[src/uart_status_pkg.sv]
// Constants and carrier types for the serial port status and mask block.
package uart_status_pkg;
   localparam logic [9:0] IDX_STATUS = 10'h264;
   localparam logic [9:0] IDX_MASK = 10'h266;
   localparam logic [9:0] IDX_TXD = 10'h268;
   localparam logic [9:0] IDX_RXD = 10'h26A;
   localparam logic [9:0] IDX_PEEK = 10'h26C;
   localparam logic [9:0] IDX_CTRL = 10'h27E;
   localparam logic [15:0] MASK_RESET = 16'h02F8;
   localparam logic [15:0] MASK_WRITABLE = 16'hD7FF;
   localparam logic [15:0] CTRL_WRITABLE = 16'h01FF;
   localparam logic [15:0] STICKY_BITS = 16'hD73A;
   localparam logic [15:0] GRP_RS = 16'h1739;
   localparam logic [15:0] GRP_RX = 16'h8082;
   localparam logic [15:0] GRP_TX = 16'h4044;
   localparam int B_RTHR = 15;
   localparam int B_TTHR = 14;
   localparam int B_OVRIM = 12;
   localparam int B_MATCH = 10;
   localparam int B_BRK = 9;
   localparam int B_ADDR = 8;
   localparam int B_RDR = 7;
   localparam int B_TX_HOLDING_EMPTY = 6;
   localparam int B_FER = 5;
   localparam int B_OER = 4;
   localparam int B_PER = 3;
   localparam int B_TX_ALL_EMPTY = 2;
   localparam int B_RX_IDLE_WITH_DATA = 1;
   localparam int B_IDLE = 0;
   localparam logic [5:0] RX_FIFO_DEPTH = 6'd32;
   localparam logic [5:0] RX_THRESH = 6'd16;
   localparam logic [4:0] TX_FIFO_DEPTH = 5'd16;
   localparam logic [4:0] TX_THRESH = 5'd8;
   localparam logic [5:0] IDLE_BITS = 6'd40;
   typedef struct packed {
      logic [6:0] rsvd;
      logic tx_group_enable;
      logic rx_data_group_enable;
      logic rx_status_group_enable;
      logic two_stop_select;
      logic even_parity_select;
      logic parity_enable;
      logic extended_read_enable;
      logic tx_fifo_en;
      logic rx_fifo_en;
   } ctrl_t;
   typedef struct packed {
      logic [7:0] data;
      logic par_bit;
      logic stop_bit;
      logic break_flag;
      logic match;
      logic addr;
      logic lost;
   } rx_char_t;
   typedef struct packed {
      logic addr;
      logic [7:0] data;
   } tx_byte_t;
endpackage

[src/uart_status_irq_mask.sv]
// Status flags, interrupt mask and APB registers of the serial port.
//
// Implementation choice: the APB interface to the registers.
`timescale 1ns/1ns
module uart_status_irq_mask
   import uart_status_pkg::*;
(
   input wire logic pclk,
   input wire logic presetn,
   input wire logic psel,
   input wire logic penable,
   input wire logic pwrite,
   input wire logic [11:0] paddr,
   input wire logic [31:0] pwdata,
   output logic [31:0] prdata,
   output logic pready,
   output logic pslverr,
   input wire logic serial_rx_line,
   input wire logic bit_tick,
   input wire logic rx_in_frame,
   input wire logic rx_char_valid,
   input wire rx_char_t rx_char,
   input wire logic rx_head_load,
   input wire rx_char_t rx_head,
   input wire logic [5:0] rx_fifo_count,
   input wire logic [4:0] tx_fifo_count,
   input wire logic tx_shift_busy,
   input wire logic tx_take,
   output ctrl_t ctrl,
   output tx_byte_t tx_byte,
   output logic tx_hold_valid,
   output logic tx_push,
   output logic rx_pop,
   output logic irq,
   output logic rx_dma_req
);
   ctrl_t ctrl_reg;
   logic [15:0] mask_reg;
   logic [15:0] stk_reg;
   logic [15:0] stk_next;
   logic [15:0] set_vec;
   logic [15:0] clr_vec;
   logic [15:0] live;
   logic [15:0] status_word;
   logic [15:0] grp;
   logic [15:0] enabled;
   rx_char_t rxd_reg;
   logic [5:0] rxflags_reg;
   logic rdr_reg;
   tx_byte_t tx_hold_reg;
   logic tx_hold_valid_reg;
   logic tx_push_reg;
   logic rx_pop_reg;
   logic idle_reg;
   logic [5:0] idle_cnt_reg;
   logic [31:0] prdata_reg;
   logic access;
   logic setup;
   logic mapped;
   logic wr_status;
   logic wr_mask;
   logic wr_ctrl;
   logic wr_txd;
   logic rd_rxd;
   logic ld_valid;
   rx_char_t ld_char;
   logic ld_lost;
   logic ld_fer;
   logic ld_per;
   logic imm_ovr;
   logic rx_idle_with_data_hit;
   logic tx_holding_empty;
   logic tx_all_empty;
   logic rs_pending;
   logic [15:0] rxd_word;

   // True when an aligned byte address selects the given register index.
   function automatic logic hit(input logic [11:0] a, input logic [9:0] i);
      return (a[1:0] == 2'b00) && (a[11:2] == i);
   endfunction

   // Parity is wrong when the ones count misses the selected sense.
   function automatic logic par_bad(input rx_char_t c, input logic even);
      return (^{c.data, c.par_bit}) ^ ~even;
   endfunction

   // Bus decode; the slave never waits, so pready is tied high.
   assign access = psel & penable;
   assign setup = psel & ~penable;
   assign mapped = hit(paddr, IDX_STATUS) | hit(paddr, IDX_MASK) |
                   hit(paddr, IDX_TXD) | hit(paddr, IDX_RXD) |
                   hit(paddr, IDX_PEEK) | hit(paddr, IDX_CTRL);
   assign pready = 1'b1;
   assign pslverr = access & ~mapped;
   assign wr_status = access & pwrite & hit(paddr, IDX_STATUS);
   assign wr_mask = access & pwrite & hit(paddr, IDX_MASK);
   assign wr_ctrl = access & pwrite & hit(paddr, IDX_CTRL);
   assign wr_txd = access & pwrite & hit(paddr, IDX_TXD);
   assign rd_rxd = access & ~pwrite & hit(paddr, IDX_RXD);

   // Character load path into the data register.
   // FIFO mode waits for head.
   always_comb begin
      if (ctrl_reg.rx_fifo_en) begin
         ld_valid = rx_head_load;
         ld_char = rx_head;
         ld_lost = rx_head.lost;
         imm_ovr = rx_char_valid & rx_char.lost;
      end else begin
         ld_valid = rx_char_valid;
         ld_char = rx_char;
         ld_lost = rdr_reg & ~rd_rxd;
         imm_ovr = rx_char_valid & rdr_reg & ~rd_rxd;
      end
   end

   assign ld_fer = ~ld_char.stop_bit;
   assign ld_per = ctrl_reg.parity_enable &
                   par_bad(ld_char, ctrl_reg.even_parity_select);
   assign rx_idle_with_data_hit = bit_tick & serial_rx_line & rdr_reg &
                      (idle_cnt_reg == IDLE_BITS - 6'd1);

   assign tx_all_empty = ctrl_reg.tx_fifo_en ?
                 (tx_fifo_count == 5'd0) & ~tx_shift_busy :
                 ~tx_hold_valid_reg & ~tx_shift_busy;
   assign tx_holding_empty = ctrl_reg.tx_fifo_en ? (tx_fifo_count < TX_FIFO_DEPTH) :
                 ~tx_hold_valid_reg;

   // Hardware set terms of the sticky flags.
   always_comb begin
      set_vec = 16'h0000;
      set_vec[B_RTHR] = ctrl_reg.rx_fifo_en & (rx_fifo_count >= RX_THRESH);
      set_vec[B_TTHR] = ctrl_reg.tx_fifo_en & (tx_fifo_count < TX_THRESH);
      set_vec[B_OVRIM] = imm_ovr;
      set_vec[B_MATCH] = ld_valid & ld_char.match;
      set_vec[B_BRK] = ld_valid & ld_char.break_flag;
      set_vec[B_ADDR] = ld_valid & ld_char.addr;
      set_vec[B_FER] = ld_valid & ld_fer;
      set_vec[B_OER] = ld_valid & ld_lost;
      set_vec[B_PER] = ld_valid & ld_per;
      set_vec[B_RX_IDLE_WITH_DATA] = rx_idle_with_data_hit;
   end

   // writing zero clears; a set in the same cycle wins.
   assign clr_vec = wr_status ? (~pwdata[15:0] & STICKY_BITS) : 16'h0000;
   always_comb begin
      stk_next = ((stk_reg & ~clr_vec) | set_vec) & STICKY_BITS;
      // forced low while parity is off.
      stk_next[B_PER] = stk_next[B_PER] & ctrl_reg.parity_enable;
   end

   // Sticky status flags.
   always_ff @(posedge pclk or negedge presetn) begin
      if (!presetn) begin
         stk_reg <= 16'h0000;
      end else begin
         stk_reg <= stk_next;
      end
   end

   // Live status bits that follow hardware state.
   always_comb begin
      live = 16'h0000;
      live[B_RDR] = rdr_reg;
      live[B_TX_HOLDING_EMPTY] = tx_holding_empty;
      live[B_TX_ALL_EMPTY] = tx_all_empty;
      live[B_IDLE] = idle_reg;
   end
   assign status_word = stk_reg | live;

   // status, mask and group all needed.
   always_comb begin
      grp = 16'h0000;
      if (ctrl_reg.rx_status_group_enable) begin
         grp = grp | GRP_RS;
      end
      if (ctrl_reg.rx_data_group_enable) begin
         grp = grp | GRP_RX;
      end
      if (ctrl_reg.tx_group_enable) begin
         grp = grp | GRP_TX;
      end
   end
   assign enabled = status_word & mask_reg & grp;
   assign irq = |enabled;
   assign rs_pending = |(enabled & GRP_RS);
   // DMA held off by pending status unless extended read is enabled.
   assign rx_dma_req = rdr_reg &
                       ~(rs_pending & ~ctrl_reg.extended_read_enable);

   // Mask and control registers; reserved positions never store.
   always_ff @(posedge pclk or negedge presetn) begin
      if (!presetn) begin
         mask_reg <= MASK_RESET;
      end else if (wr_mask) begin
         mask_reg <= pwdata[15:0] & MASK_WRITABLE;
      end
   end

   always_ff @(posedge pclk or negedge presetn) begin
      if (!presetn) begin
         ctrl_reg <= '0;
      end else if (wr_ctrl) begin
         ctrl_reg <= ctrl_t'(pwdata[15:0] & CTRL_WRITABLE);
      end
   end
   assign ctrl = ctrl_reg;

   // Receive data register and its per-character flags.
   always_ff @(posedge pclk or negedge presetn) begin
      if (!presetn) begin
         rxd_reg <= '0;
         rxflags_reg <= 6'h00;
      end else if (ld_valid) begin
         rxd_reg <= ld_char;
         rxflags_reg <= {ld_fer, ld_lost, ld_per, ld_char.match,
                         ld_char.break_flag, ld_char.addr};
      end
   end

   // Data ready; a load in the same cycle as a read keeps it set.
   always_ff @(posedge pclk or negedge presetn) begin
      if (!presetn) begin
         rdr_reg <= 1'b0;
      end else if (ld_valid) begin
         rdr_reg <= 1'b1;
      end else if (rd_rxd &&
                   (!ctrl_reg.rx_fifo_en || rx_fifo_count == 6'd0)) begin
         rdr_reg <= 1'b0;
      end
   end

   // Reading the data register advances the receive FIFO.
   always_ff @(posedge pclk or negedge presetn) begin
      if (!presetn) begin
         rx_pop_reg <= 1'b0;
      end else begin
         rx_pop_reg <= rd_rxd & ctrl_reg.rx_fifo_en;
      end
   end
   assign rx_pop = rx_pop_reg;

   // Transmit holding register; the write wins over a take.
   always_ff @(posedge pclk or negedge presetn) begin
      if (!presetn) begin
         tx_hold_reg <= '0;
         tx_hold_valid_reg <= 1'b0;
      end else if (wr_txd) begin
         tx_hold_reg <= tx_byte_t'(pwdata[8:0]);
         tx_hold_valid_reg <= ~ctrl_reg.tx_fifo_en;
      end else if (tx_take) begin
         tx_hold_valid_reg <= 1'b0;
      end
   end
   assign tx_byte = tx_hold_reg;
   assign tx_hold_valid = tx_hold_valid_reg;

   // In FIFO mode each write becomes one push pulse.
   always_ff @(posedge pclk or negedge presetn) begin
      if (!presetn) begin
         tx_push_reg <= 1'b0;
      end else begin
         tx_push_reg <= wr_txd & ctrl_reg.tx_fifo_en;
      end
   end
   assign tx_push = tx_push_reg;

   always_ff @(posedge pclk or negedge presetn) begin
      if (!presetn) begin
         idle_reg <= 1'b0;
      end else if (rx_in_frame || !serial_rx_line) begin
         idle_reg <= 1'b0;
      end else if (rx_char_valid) begin
         idle_reg <= 1'b1;
      end
   end

   // High bit-time counter; any low level restarts it.
   always_ff @(posedge pclk or negedge presetn) begin
      if (!presetn) begin
         idle_cnt_reg <= 6'd0;
      end else if (!serial_rx_line) begin
         idle_cnt_reg <= 6'd0;
      end else if (bit_tick && idle_cnt_reg < IDLE_BITS) begin
         idle_cnt_reg <= idle_cnt_reg + 6'd1;
      end
   end

   assign rxd_word = ctrl_reg.extended_read_enable ?
                     {rdr_reg, tx_holding_empty, rdr_reg ? rxflags_reg : 6'h00,
                      rxd_reg.data} :
                     {8'h00, rxd_reg.data};

   // Read data is captured in the setup phase so it leaves a flop.
   always_ff @(posedge pclk or negedge presetn) begin
      if (!presetn) begin
         prdata_reg <= 32'h0000_0000;
      end else if (setup) begin
         if (hit(paddr, IDX_STATUS)) begin
            prdata_reg <= {16'h0000, status_word};
         end else if (hit(paddr, IDX_MASK)) begin
            prdata_reg <= {16'h0000, mask_reg};
         end else if (hit(paddr, IDX_CTRL)) begin
            prdata_reg <= {16'h0000, ctrl_reg};
         end else if (hit(paddr, IDX_TXD)) begin
            prdata_reg <= {23'h000000, tx_hold_reg};
         end else if (hit(paddr, IDX_RXD) || hit(paddr, IDX_PEEK)) begin
            prdata_reg <= {16'h0000, rxd_word};
         end else begin
            prdata_reg <= 32'h0000_0000;
         end
      end
   end
   assign prdata = prdata_reg;
endmodule

[config.mk]
export PLATFORM = sky130hd
export DESIGN_NAME = uart_status_irq_mask
export DESIGN_NICKNAME = d
export VERILOG_FILES = /design/src/uart_status_pkg.sv /design/src/uart_status_irq_mask.sv
export SDC_FILE = /design/constraint.sdc
export NUM_CORES = 1
export LEC_CHECK = 0
export BUFFER_PORTS_ARGS = -buffer_cell sky130_fd_sc_hd__buf_2
export CAP_MARGIN = 20
export CORE_ASPECT_RATIO = 0.8
export CORE_MARGIN = 2
export CORE_UTILIZATION = 45
export CTS_CLUSTER_SIZE = 8
export DETAILED_ROUTE_END_ITERATION = 16
export PLACE_DENSITY = 0.83
export SYNTH_ARGS = -nofsm -noshare
export SYNTH_HDL_FRONTEND = slang
export SYNTH_SLANG_ARGS = --single-unit
[constraint.sdc]
create_clock -name pclk -period 1.63 [get_ports pclk]
set_input_delay 0.326 -clock pclk [delete_from_list [all_inputs] [get_ports pclk]]
set_output_delay 0.326 -clock pclk [all_outputs]
set_load 0.05 [all_outputs]
==> results of run 1 <==
==> how the worst max path moves through the flow <==
stage	from	to	slack, ns	depth (start not counted)
global route	ctrl[1]	irq	-0.43	6
floorplan	ctrl[1]	irq	-0.30	6
CTS	ctrl[1]	irq	-0.39	6
global placement	paddr[1]	rxflags_reg[4]	-0.38	6
detailed placement	paddr[1]	rxflags_reg[4]	-0.42	6
finish	ctrl[1]	irq	-0.38	6
==> critical path: stages (launching register included) <==
cell and delay, ns:
dfrtp_2 0.42, nor2_1 0.10, a31oi_1 0.05, nor2_1 0.23
a222oi_1 0.14, o221ai_2 0.21, buf_6 0.19
==> what timing repair did <==
| item | in CTS | in global routing |
|---|---|---|
| hold buffers | 1 | 0 |
| buffers inserted | 6 | 5 |
| setup endpoints to repair | 19 | 39 |
| cloned | 0 | 0 |
| gates resized for setup | 37 | 30 |
| endpoints found under the hold margin | 29 | 0 |
| pin swaps | 11 | 24 |
==> cells in the mapped netlist (all sizes together), types with 4 or more instances <==
| cell type | count | area [µm²] |
|---|---|---|
| and2 | 8 | 50.1 |
| a21oi | 25 | 125 |
| a31oi | 5 | 31.3 |
| mux2i | 21 | 210 |
| nor2 | 32 | 125 |
| dfstp | 6 | 158 |
| nand4 | 5 | 31.3 |
| dfrtp | 77 | 1930 |
| o21ai | 33 | 165 |
| xor2 | 6 | 52.6 |
| inv | 5 | 18.8 |
| a22oi | 10 | 75.1 |
| xnor2 | 10 | 87.6 |
| mux2 | 32 | 390 |
| clkbuf | 13 | 48.8 |
| nand2 | 44 | 165 |
| nor3 | 6 | 41.3 |
| o2bb2ai | 5 | 43.8 |
| buf | 29 | 213 |
| nor2b | 4 | 25.0 |
| nand3 | 8 | 45.0 |
==> cell type report <==
class,instances,area (µm²),share of cell area (%)
multi-input cells,324,2520,38.5
flip-flops and latches,83,2090,31.9
inverters,5,23.8,0.363
clock buffers,11,253,3.86
well taps,136,170,2.60
clock inverters,5,85.1,1.30
repair buffers,204,1400,21.5
==> kinds of logic after synthesis <==
group	after synthesis	share of synthesized area (%)
other	2	0.168
adders and majority gates	1	0.280
DFF	83	46.6
buffers and inverters	48	6.49
AOI/OAI and AO/OA	104	14.8
and+or+nand+nor	125	14.6
muxes	53	13.4
xor gates and xnor gates	17	3.64
==> per-stage QoR <==
stage | hold WS [ns] | worst slack [ns] | total power [mW] | util, % | cells
after global routing | 0.155 | -0.428 | 5.38 | 67.8 | 768
after detailed placement | 0.328 | -0.416 | 2.92 | 60.1 | 741
after global placement | 0.319 | -0.380 | 2.90 | 60.1 | 741
after CTS | 0.155 | -0.392 | 5.20 | 65.8 | 764
after floorplan | 0.0304 | -0.299 | 2.62 | - | 455
final | 0.157 | -0.379 | 5.21 | 67.8 | 768
==> power by group through the flow <==
stage	Clock [mW]	Sequential [mW]	Combinational [mW]
6_report	2.25	2.17	0.791
5_1_grt	2.37	2.17	0.844
4_1_cts	2.28	2.16	0.762
3_5_place_dp	0	2.20	0.719
3_3_place_gp	0	2.20	0.700
2_1_floorplan	0	2.24	0.378
==> metal layers <==
metal  part of all wire, %  global-route usage (%)  up-vias
li1                      -                       -     1904
met4                   1.3                    6.12        0
met1                    44                    37.7     2068
met2                    46                    41.2      214
met3                   8.5                    6.22       25
met5                     0                       0        -
==> flow_summary.toml, run 1 <==
[place]
gp_congestion = 0.951
post_dp_cell_area_um2 = 5800
portBuffers = 116
post-dp-hpwl_um = 10800

[cts]
cts_buffers = 9
h-tree-depth = 3
cts_tree = "done"
clk_latency_ns = 0.34
cts.sinks = 83
cts_root_buf = "clkbuf_16"
path_clk_slew_ns = 0.06
clock_path_buffers = 2

[detailed_routing]
dr.first_iter.drc_count = 309
first_pass_iters = 5
drc = 0
wl_per_cell_um = 18.6
via_per_inst = 5.48
routed_wl_um = 14300
ant_nets = 0
num_vias = 4211

[grt]
grt_pass1_vias = 4026
grt_max_degree = 36
grt-ovfl-total = 0
grt_usage_pct = 26.5
antenna_found_initial = 0
grt_pass1_wl_um = 21500

[power_and_ir_drop]
clkPwrFrac_pct = 43.2
seq_power_share_pct = 41.6
peakVddDrop_uv = 469
powerDensity_nw_per_um2 = 796
p_switching_mw = 1.38
p_leak_nw = 3.09
p_int_mw = 3.83
sw_frac_of_total_pct = 26.5
combPwrFrac_pct = 15.2

[timing]
min_period_ns = 2.01
slew_headroom_pct = 66.5
rsz0062_at_grt = "true"
drv_slew = 0
fin_tns_setup_ns = -3.41
clock.fmax_mhz = 498
hold_viol = 0
tightest_slew_ns = 0.503
fin_crit_sh_pct = 123
final-setup-viol-count = 28
setup_ws_ns = -0.379
skew_ns = 0.00841

[critical_path]
r2r_start = "ctrl[0]"
cp.required_ns = 1.30
worstSetupPathType = "reg2out"
start_kind = "register"
crit_arrival_ns = 1.68
rrSetupSlack_ns = -0.03
cp-end-kind = "output pin"
critPathMaxFanout = 4
reg2reg_depth = 5
r2r-end = "stk_reg[3]"

[hold_path]
holdPathEnd = "idle_reg"
whs_path_depth = 2
min_path_type = "in2reg"
hold_start = "rx_in_frame"

[floorplanning]
chipHeight_um = 93.2
core_um2 = 9650
dieArea_um2 = 10800
io_pins = 159
initial_utilization_pct = 46.4
dieWidth_um = 115
rows = 32

[layout]
final_nets = 723
final_cell_mix = "109 x buf_2, 75 x dfrtp_1, 70 x buf_4, 43 x nand2_1, 28 x nor2_1"
area_growth_pct = 46.3
drive_above_1_share_pct = 49.4
largest_reg_flops = 16
nFillCells = 738
fin_area_um2 = 6540
final_common_cell = "buf_2"
antennaDiodeCount = 0

[synth]
ys_seq_elements = 83
synth_edf_count = 0
ys.warnings.count = 0
synth_cell_types = 63
ys.flop_type = "dfrtp_1"
syn_area_um2 = 4470
ys_seq_area_share_pct = 46.6
async_flop_share_pct = 100
synth_area_per_cell_um2 = 10.3
synth_cells = 433

[run_status]
status = "finished, violations left"
violations = "setup timing"

[job]
cap_violations = 0
No activity file was read; power rests on OpenSTA's default activity.
==> run 2, diff against run 1 <==
ABC_AREA = 1   (was not set)
CORE_UTILIZATION = 46   (was 45)
PLACE_DENSITY = 0.84   (was 0.83)
==> run 2 against run 1 <==
Against the previous run:
- the run still ends with setup timing left
- wire length up 11%
- cell count up 27%
- global-route usage up 0.16 points
- clock skew about the same
- highest routed layer unchanged
==> flow_summary.toml, run 2 <==
[synth]
synth_area_per_cell_um2 = 7.68
ys.warnings.count = 0
synth.most_common_cell = "nand2_1"
yosys.area.top_type = "dfrtp_1"
ys_seq_elements = 83
synth_cells = 630
async_flop_share_pct = 100
ys_seq_area_share_pct = 43.1
ys.flop_type = "dfrtp_1"
synth_area_leaders = "dfrtp_1 40%, nand2_1 15%, o21ai_0 5.9%, buf_4 4.8%, inv_1 4.0%"
synth_edf_count = 0
synth_common_cells = "193 x nand2_1, 77 x dfrtp_1, 57 x o21ai_0"
synth_cell_types = 46
syn_area_um2 = 4840
post-synth-top-area-fraction_pct = 39.8

[place]
post_dp_cell_area_um2 = 6030
post-dp-hpwl_um = 10700
portBuffers = 116
gp_congestion = 0.898

[detailed_routing]
first_pass_iters = 6
met1_length_um = 6240
dr.first_iter.drc_count = 614
via_per_inst = 5.38
drc = 0
route.met3.wl_um = 1870
highest_layer = "met4"
routed_wl_um = 15900
num_vias = 5255
dr_wl_met2_um = 7390
ant_nets = 0
wl_per_cell_um = 16.3

[critical_path]
critPathSlowestCell = "dfrtp_1"
cp-end-kind = "output pin"
crit_arrival_ns = 1.67
worstSetupPathType = "reg2out"
r2r-end = "stk_reg[3]"
rrSetupSlack_ns = -0.07
crit_chain = "a221oi_4, a21boi_2, nand3b_1, buf_6"
reg2reg_depth = 9
crit_path_max_incr_delay_ns = 0.43
start_kind = "register"
critPathMaxFanout = 2
cp.required_ns = 1.30
r2r_start = "ctrl[0]"

[timing]
drv_slew = 0
fin_tns_setup_ns = -0.924
setup_ws_ns = -0.368
skew_ns = 0.00819
clock.fmax_mhz = 501
final-setup-viol-count = 5
hold_viol = 0
fin_crit_sh_pct = 123
rsz0062_at_grt = "true"
min_period_ns = 2.00

[layout]
post-route-util_pct = 66.4
fin_area_um2 = 6800
final_common_cell = "nand2_1"
drive_above_1_share_pct = 38.2
final_cell_mix = "174 x nand2_1, 105 x buf_2, 87 x buf_4, 73 x dfrtp_1, 47 x o21ai_0"
final_nets = 926
largest_reg_flops = 16
area_growth_pct = 40.4

[grt]
antenna_found_initial = 0
grt-ovfl-total = 0
grt_pass1_wl_um = 23400
grt_usage_pct = 26.7
grt_pass1_vias = 4741
grt_max_degree = 42

[floorplanning]
dieWidth_um = 119
dieArea_um2 = 11400
core_um2 = 10200
rows = 33
io_pins = 159
chipHeight_um = 95.8
initial_utilization_pct = 47.3

[cts]
clock_path_buffers = 2
cts.sinks = 83
cts_buffers = 9
h-tree-depth = 3
cts_root_buf = "clkbuf_16"
cts_tree = "done"
path_clk_slew_ns = 0.07
clk_latency_ns = 0.35

[hold_path]
min_path_type = "in2reg"
holdPathEnd = "idle_reg"
hold_start = "rx_in_frame"
whs_path_depth = 2

[power_and_ir_drop]
p_leak_nw = 3.61
peakVddDrop_uv = 502
powerDensity_nw_per_um2 = 728

[run_status]
status = "finished, violations left"
violations = "setup timing"

[job]
cap_violations = 0
[run 2: changes by cell type after synthesis, sizes merged, moves of 7 or more]
cell	previous run	this run
nand4	5	25
buf	29	36
and2	8	0
mux2	32	5
nor2	32	56
nand2	44	202
nand3	8	28
a21oi	25	16
mux2i	21	2
o21ai	33	72
xnor2	10	1
inv	5	57
a22oi	10	0
[run 2: through the flow]
step	hold WS (ns)	worst slack [ns]	power [mW]	instances
2_1_floorplan	0.0304	-0.219	2.58	652
3_3_place_gp	0.257	-0.270	2.79	936
3_5_place_dp	0.263	-0.283	2.80	936
4_1_cts	0.136	-0.359	4.92	971
5_1_grt	0.147	-0.406	5.12	975
6_report	0.133	-0.368	4.95	976
[run 2: how the worst max path moves through the flow]
| stage | start | to | slack (ns) | cells after the start |
|---|---|---|---|---|
| floorplan | paddr[10] | pslverr | -0.22 | 7 |
| detailed placement | paddr[10] | pslverr | -0.28 | 8 |
| CTS | mask_reg[8] | irq | -0.36 | 6 |
| global route | stk_reg[4] | irq | -0.41 | 6 |
| global placement | paddr[10] | pslverr | -0.27 | 8 |
| finish | stk_reg[12] | irq | -0.37 | 4 |
[run 2: worst max-delay path, delay by kind of cell, from the launching register on]
kind | cells | cell delay [ns]
DFF | 1 | 0.43
buffers and inverters | 1 | 0.20
and+or+nand+nor | 1 | 0.23
AOI/OAI and AO/OA | 2 | 0.46
[run 2: logic make-up (layout without fill, tap and decap cells)]
family	count (synthesis)	in the layout	share of synthesized area [%]
XOR/XNOR	4	4	0.724
multiplexers	7	7	1.73
adder cells (fa/ha/maj)	1	1	0.258
buffers and inverters	102	285	11.2
AND/OR/NAND/NOR	327	327	31.1
AO/OA/AOI/OAI	104	104	11.7
other	2	25	0.155
flip-flops	83	83	43.1
[run 2: repair_timing]
action	4_1_cts	5_1_grt
pin swaps	21	28
setup buffers	19	5
endpoints found under the setup margin	6	16
hold endpoints to repair	24	0
hold buffers	1	0
resized for setup	36	46
cloned	0	1
[run 2: layout make-up]
class	count	area, µm²
diodes	1	2.50
repair inverters	1	8.76
repair buffers	209	1410
clock inverters	6	72.6
flip-flops and latches	83	2090
multi-input cells	467	2530
fillers	793	3440
well taps	140	175
clock buffers	10	239
inverters	59	265
[run 2: where the power goes]
| group | internal (mW) | switching (mW) | total, mW |
|---|---|---|---|
| Combinational | 0.231 | 0.461 | 0.692 |
| Sequential | 2.11 | 0.0407 | 2.15 |
| Clock | 1.25 | 0.866 | 2.11 |
[run 2: routing by layer]
layer	track usage, %	vias up
li1	-	2419
met1	34.5	2412
met2	44.5	381
met3	7.58	43
met4	7.14	0
met5	0	-
==> run 3, diff against run 2 <==
ABC_AREA = not set   (was 1)
CAP_MARGIN = not set   (was 20)
CORE_UTILIZATION = 40   (was 46)
PLACE_DENSITY = 0.76   (was 0.84)
==> run 3 against run 2 <==
Against the previous run:
- the run ends with hold timing, setup timing left
- clock power decreased by 6%
- global-route usage shrank 2.5 points
- non-clock buffer count fell by 9
- count of clock-buffer cells in the layout grew 3
- worst hold slack got worse by 0.13 ns
- register-to-register slack better by 0.03 ns
- die area increased by 6.0%
- critical endpoint unchanged
- largest cell class unchanged
==> flow_summary.toml, run 3 (synthesis gave the netlist of run 1 again) <==
[place]
place_ws_ns = -0.438
numPlacedInstances = 744
post-dp-hpwl_um = 10900
portBuffers = 116
gp_congestion = 0.955

[critical_path]
crit_buf_inv = 1
cp-end-kind = "output pin"
crit_arrival_ns = 1.78
crit_chain = "nor2_2, a31oi_1, nor2_1, a222oi_1, o221ai_2, buf_6"
setup.worst_path.start = "ctrl[1]"
r2r-end = "stk_reg[3]"
critPathMaxFanout = 4
r2r_start = "ctrl[0]"
start_kind = "register"
cp.depth = 6
worst_path_dominant_cell_family = "compound AO/OA/AOI/OAI gates"
reg2reg_depth = 6
critPathSlowestCell = "dfrtp_2"
crit_path_max_incr_delay_ns = 0.41
worstSetupPathType = "reg2out"
rrSetupSlack_ns = -0.04
cp.required_ns = 1.30
worstSetupEndpoint = "irq"

[grt]
grt_pass1_vias = 4172
grt_pass1_wl_um = 22100
grt-ovfl-total = 0
antenna_found_initial = 0
grt_usage_pct = 24.2
grt_max_degree = 84

[floorplanning]
dieArea_um2 = 12100
core_um2 = 10900
rows = 34
chipHeight_um = 98.6
initial_utilization_pct = 41.1
dieWidth_um = 122
io_pins = 159

[layout]
area_growth_pct = 44.1
seq_area_um2 = 2090
multi_input_area_um2 = 2480
drive_above_1_share_pct = 48.3
antennaDiodeCount = 0
nFillCells = 917
stdcell_count = 771
post-route-util_pct = 59.2
final_cell_mix = "109 x buf_2, 75 x dfrtp_1, 69 x buf_4, 40 x nand2_1, 26 x nor2_1"
largest_reg_flops = 16
final_nets = 719
final_common_cell = "buf_2"

[power_and_ir_drop]
powerDensity_nw_per_um2 = 765
report.power.total_mw = 4.93
peakVddDrop_uv = 515
p_leak_nw = 3.03

[detailed_routing]
via_per_inst = 5.39
wl_per_cell_um = 19.0
dr.first_iter.drc_count = 332
drc = 0
ant_nets = 0
routed_wl_um = 14600
num_vias = 4157
first_pass_iters = 5

[timing]
tightest_slew_ns = 0.547
rsz0062_at_grt = "true"
fin_crit_sh_pct = 129
setup_ws_ns = -0.480
clock.fmax_mhz = 474
whs_ns = -0.00146
slew_headroom_pct = 63.5
hold_viol = 3
min_period_ns = 2.11
drv_slew = 0
final-setup-viol-count = 26
skew_ns = 0.00577

[cts]
path_clk_slew_ns = 0.06
clock_path_buffers = 2
cts_root_buf = "clkbuf_16"
cts.sinks = 83
hold_buffers = 0
cts_buffers = 9
cts_tree = "done"
clk_latency_ns = 0.33
h-tree-depth = 3

[run_status]
violations = "hold timing, setup timing"
status = "finished, violations left"

[hold_path]
min_path_type = "in2async"

[job]
cap_violations = 0
-- run 3: cell types whose count changed in the layout (fill, tap and decap cells not counted), moves of 18 or more --
cell,before,now
nand3_1,25,4
o21ai_0,47,23
nand2_1,174,40
buf_4,87,69
nand4_1,25,5
inv_1,45,4
-- run 3: worst min path at each step --
stage          startpoint         end  slack [ns]
2_1_floorplan     presetn     ctrl[0]        0.03
3_3_place_gp      presetn     tx_push        0.39
3_5_place_dp      presetn  prdata[14]        0.39
4_1_cts           presetn  prdata[14]        0.04
5_1_grt           presetn  prdata[14]        0.05
6_report          presetn  prdata[14]      -0.001
-- run 3: where the power goes --
| part | switching [mW] | leakage, nW | internal, mW | total, mW |
|---|---|---|---|---|
| sequential | 0.0584 | 1.05 | 2.11 | 2.17 |
| combinational | 0.494 | 1.84 | 0.272 | 0.766 |
| clock | 0.766 | 0.136 | 1.22 | 1.99 |
-- run 3: repair_timing --
item                                    in CTS  in global routing
resized for setup                           23                 38
endpoints found under the setup margin      19                 54
endpoints found under the hold margin        0                  0
pin swaps                                   17                 19
buffers inserted                             8                  6
-- run 3: worst register-to-register path, stage by stage, from the launching register on --
cell and delay (ns):
dfrtp_2 0.42, buf_6 0.14, clkinv_8 0.06, mux2i_4 0.25, xnor2_2 0.16, xnor3_1 0.39
o21ai_1 0.17
-- run 3: stage by stage --
stage | TNS (ns) | instance area, µm² | hold slack (ns)
CTS | -3.19 | 6220 | 0.0398
finish | -3.70 | 6440 | -0.00146
global placement | -16.24 | 5780 | 0.386
floorplan | -4.67 | 4710 | 0.0304
global route | -4.58 | 6440 | 0.0537
detailed placement | -18.05 | 5780 | 0.389
-- run 3: area by class of cell --
type | count | area share [%]
inverter | 5 | 0.485
clock inverter | 2 | 0.583
clock buffer | 13 | 3.88
sequential | 83 | 32.4
multi-input combinational | 324 | 38.6
timing repair buffer | 200 | 21.3
tap | 144 | 2.80
-- run 3: metal layers --
layer | GRT usage (%) | share of wire [%] | up-vias
li1 | - | - | 1887
met1 | 33.3 | 43 | 2026
met2 | 38.3 | 46 | 223
met3 | 6.94 | 10 | 21
met4 | 5.22 | 1.4 | 0
met5 | 0 | 0 | -
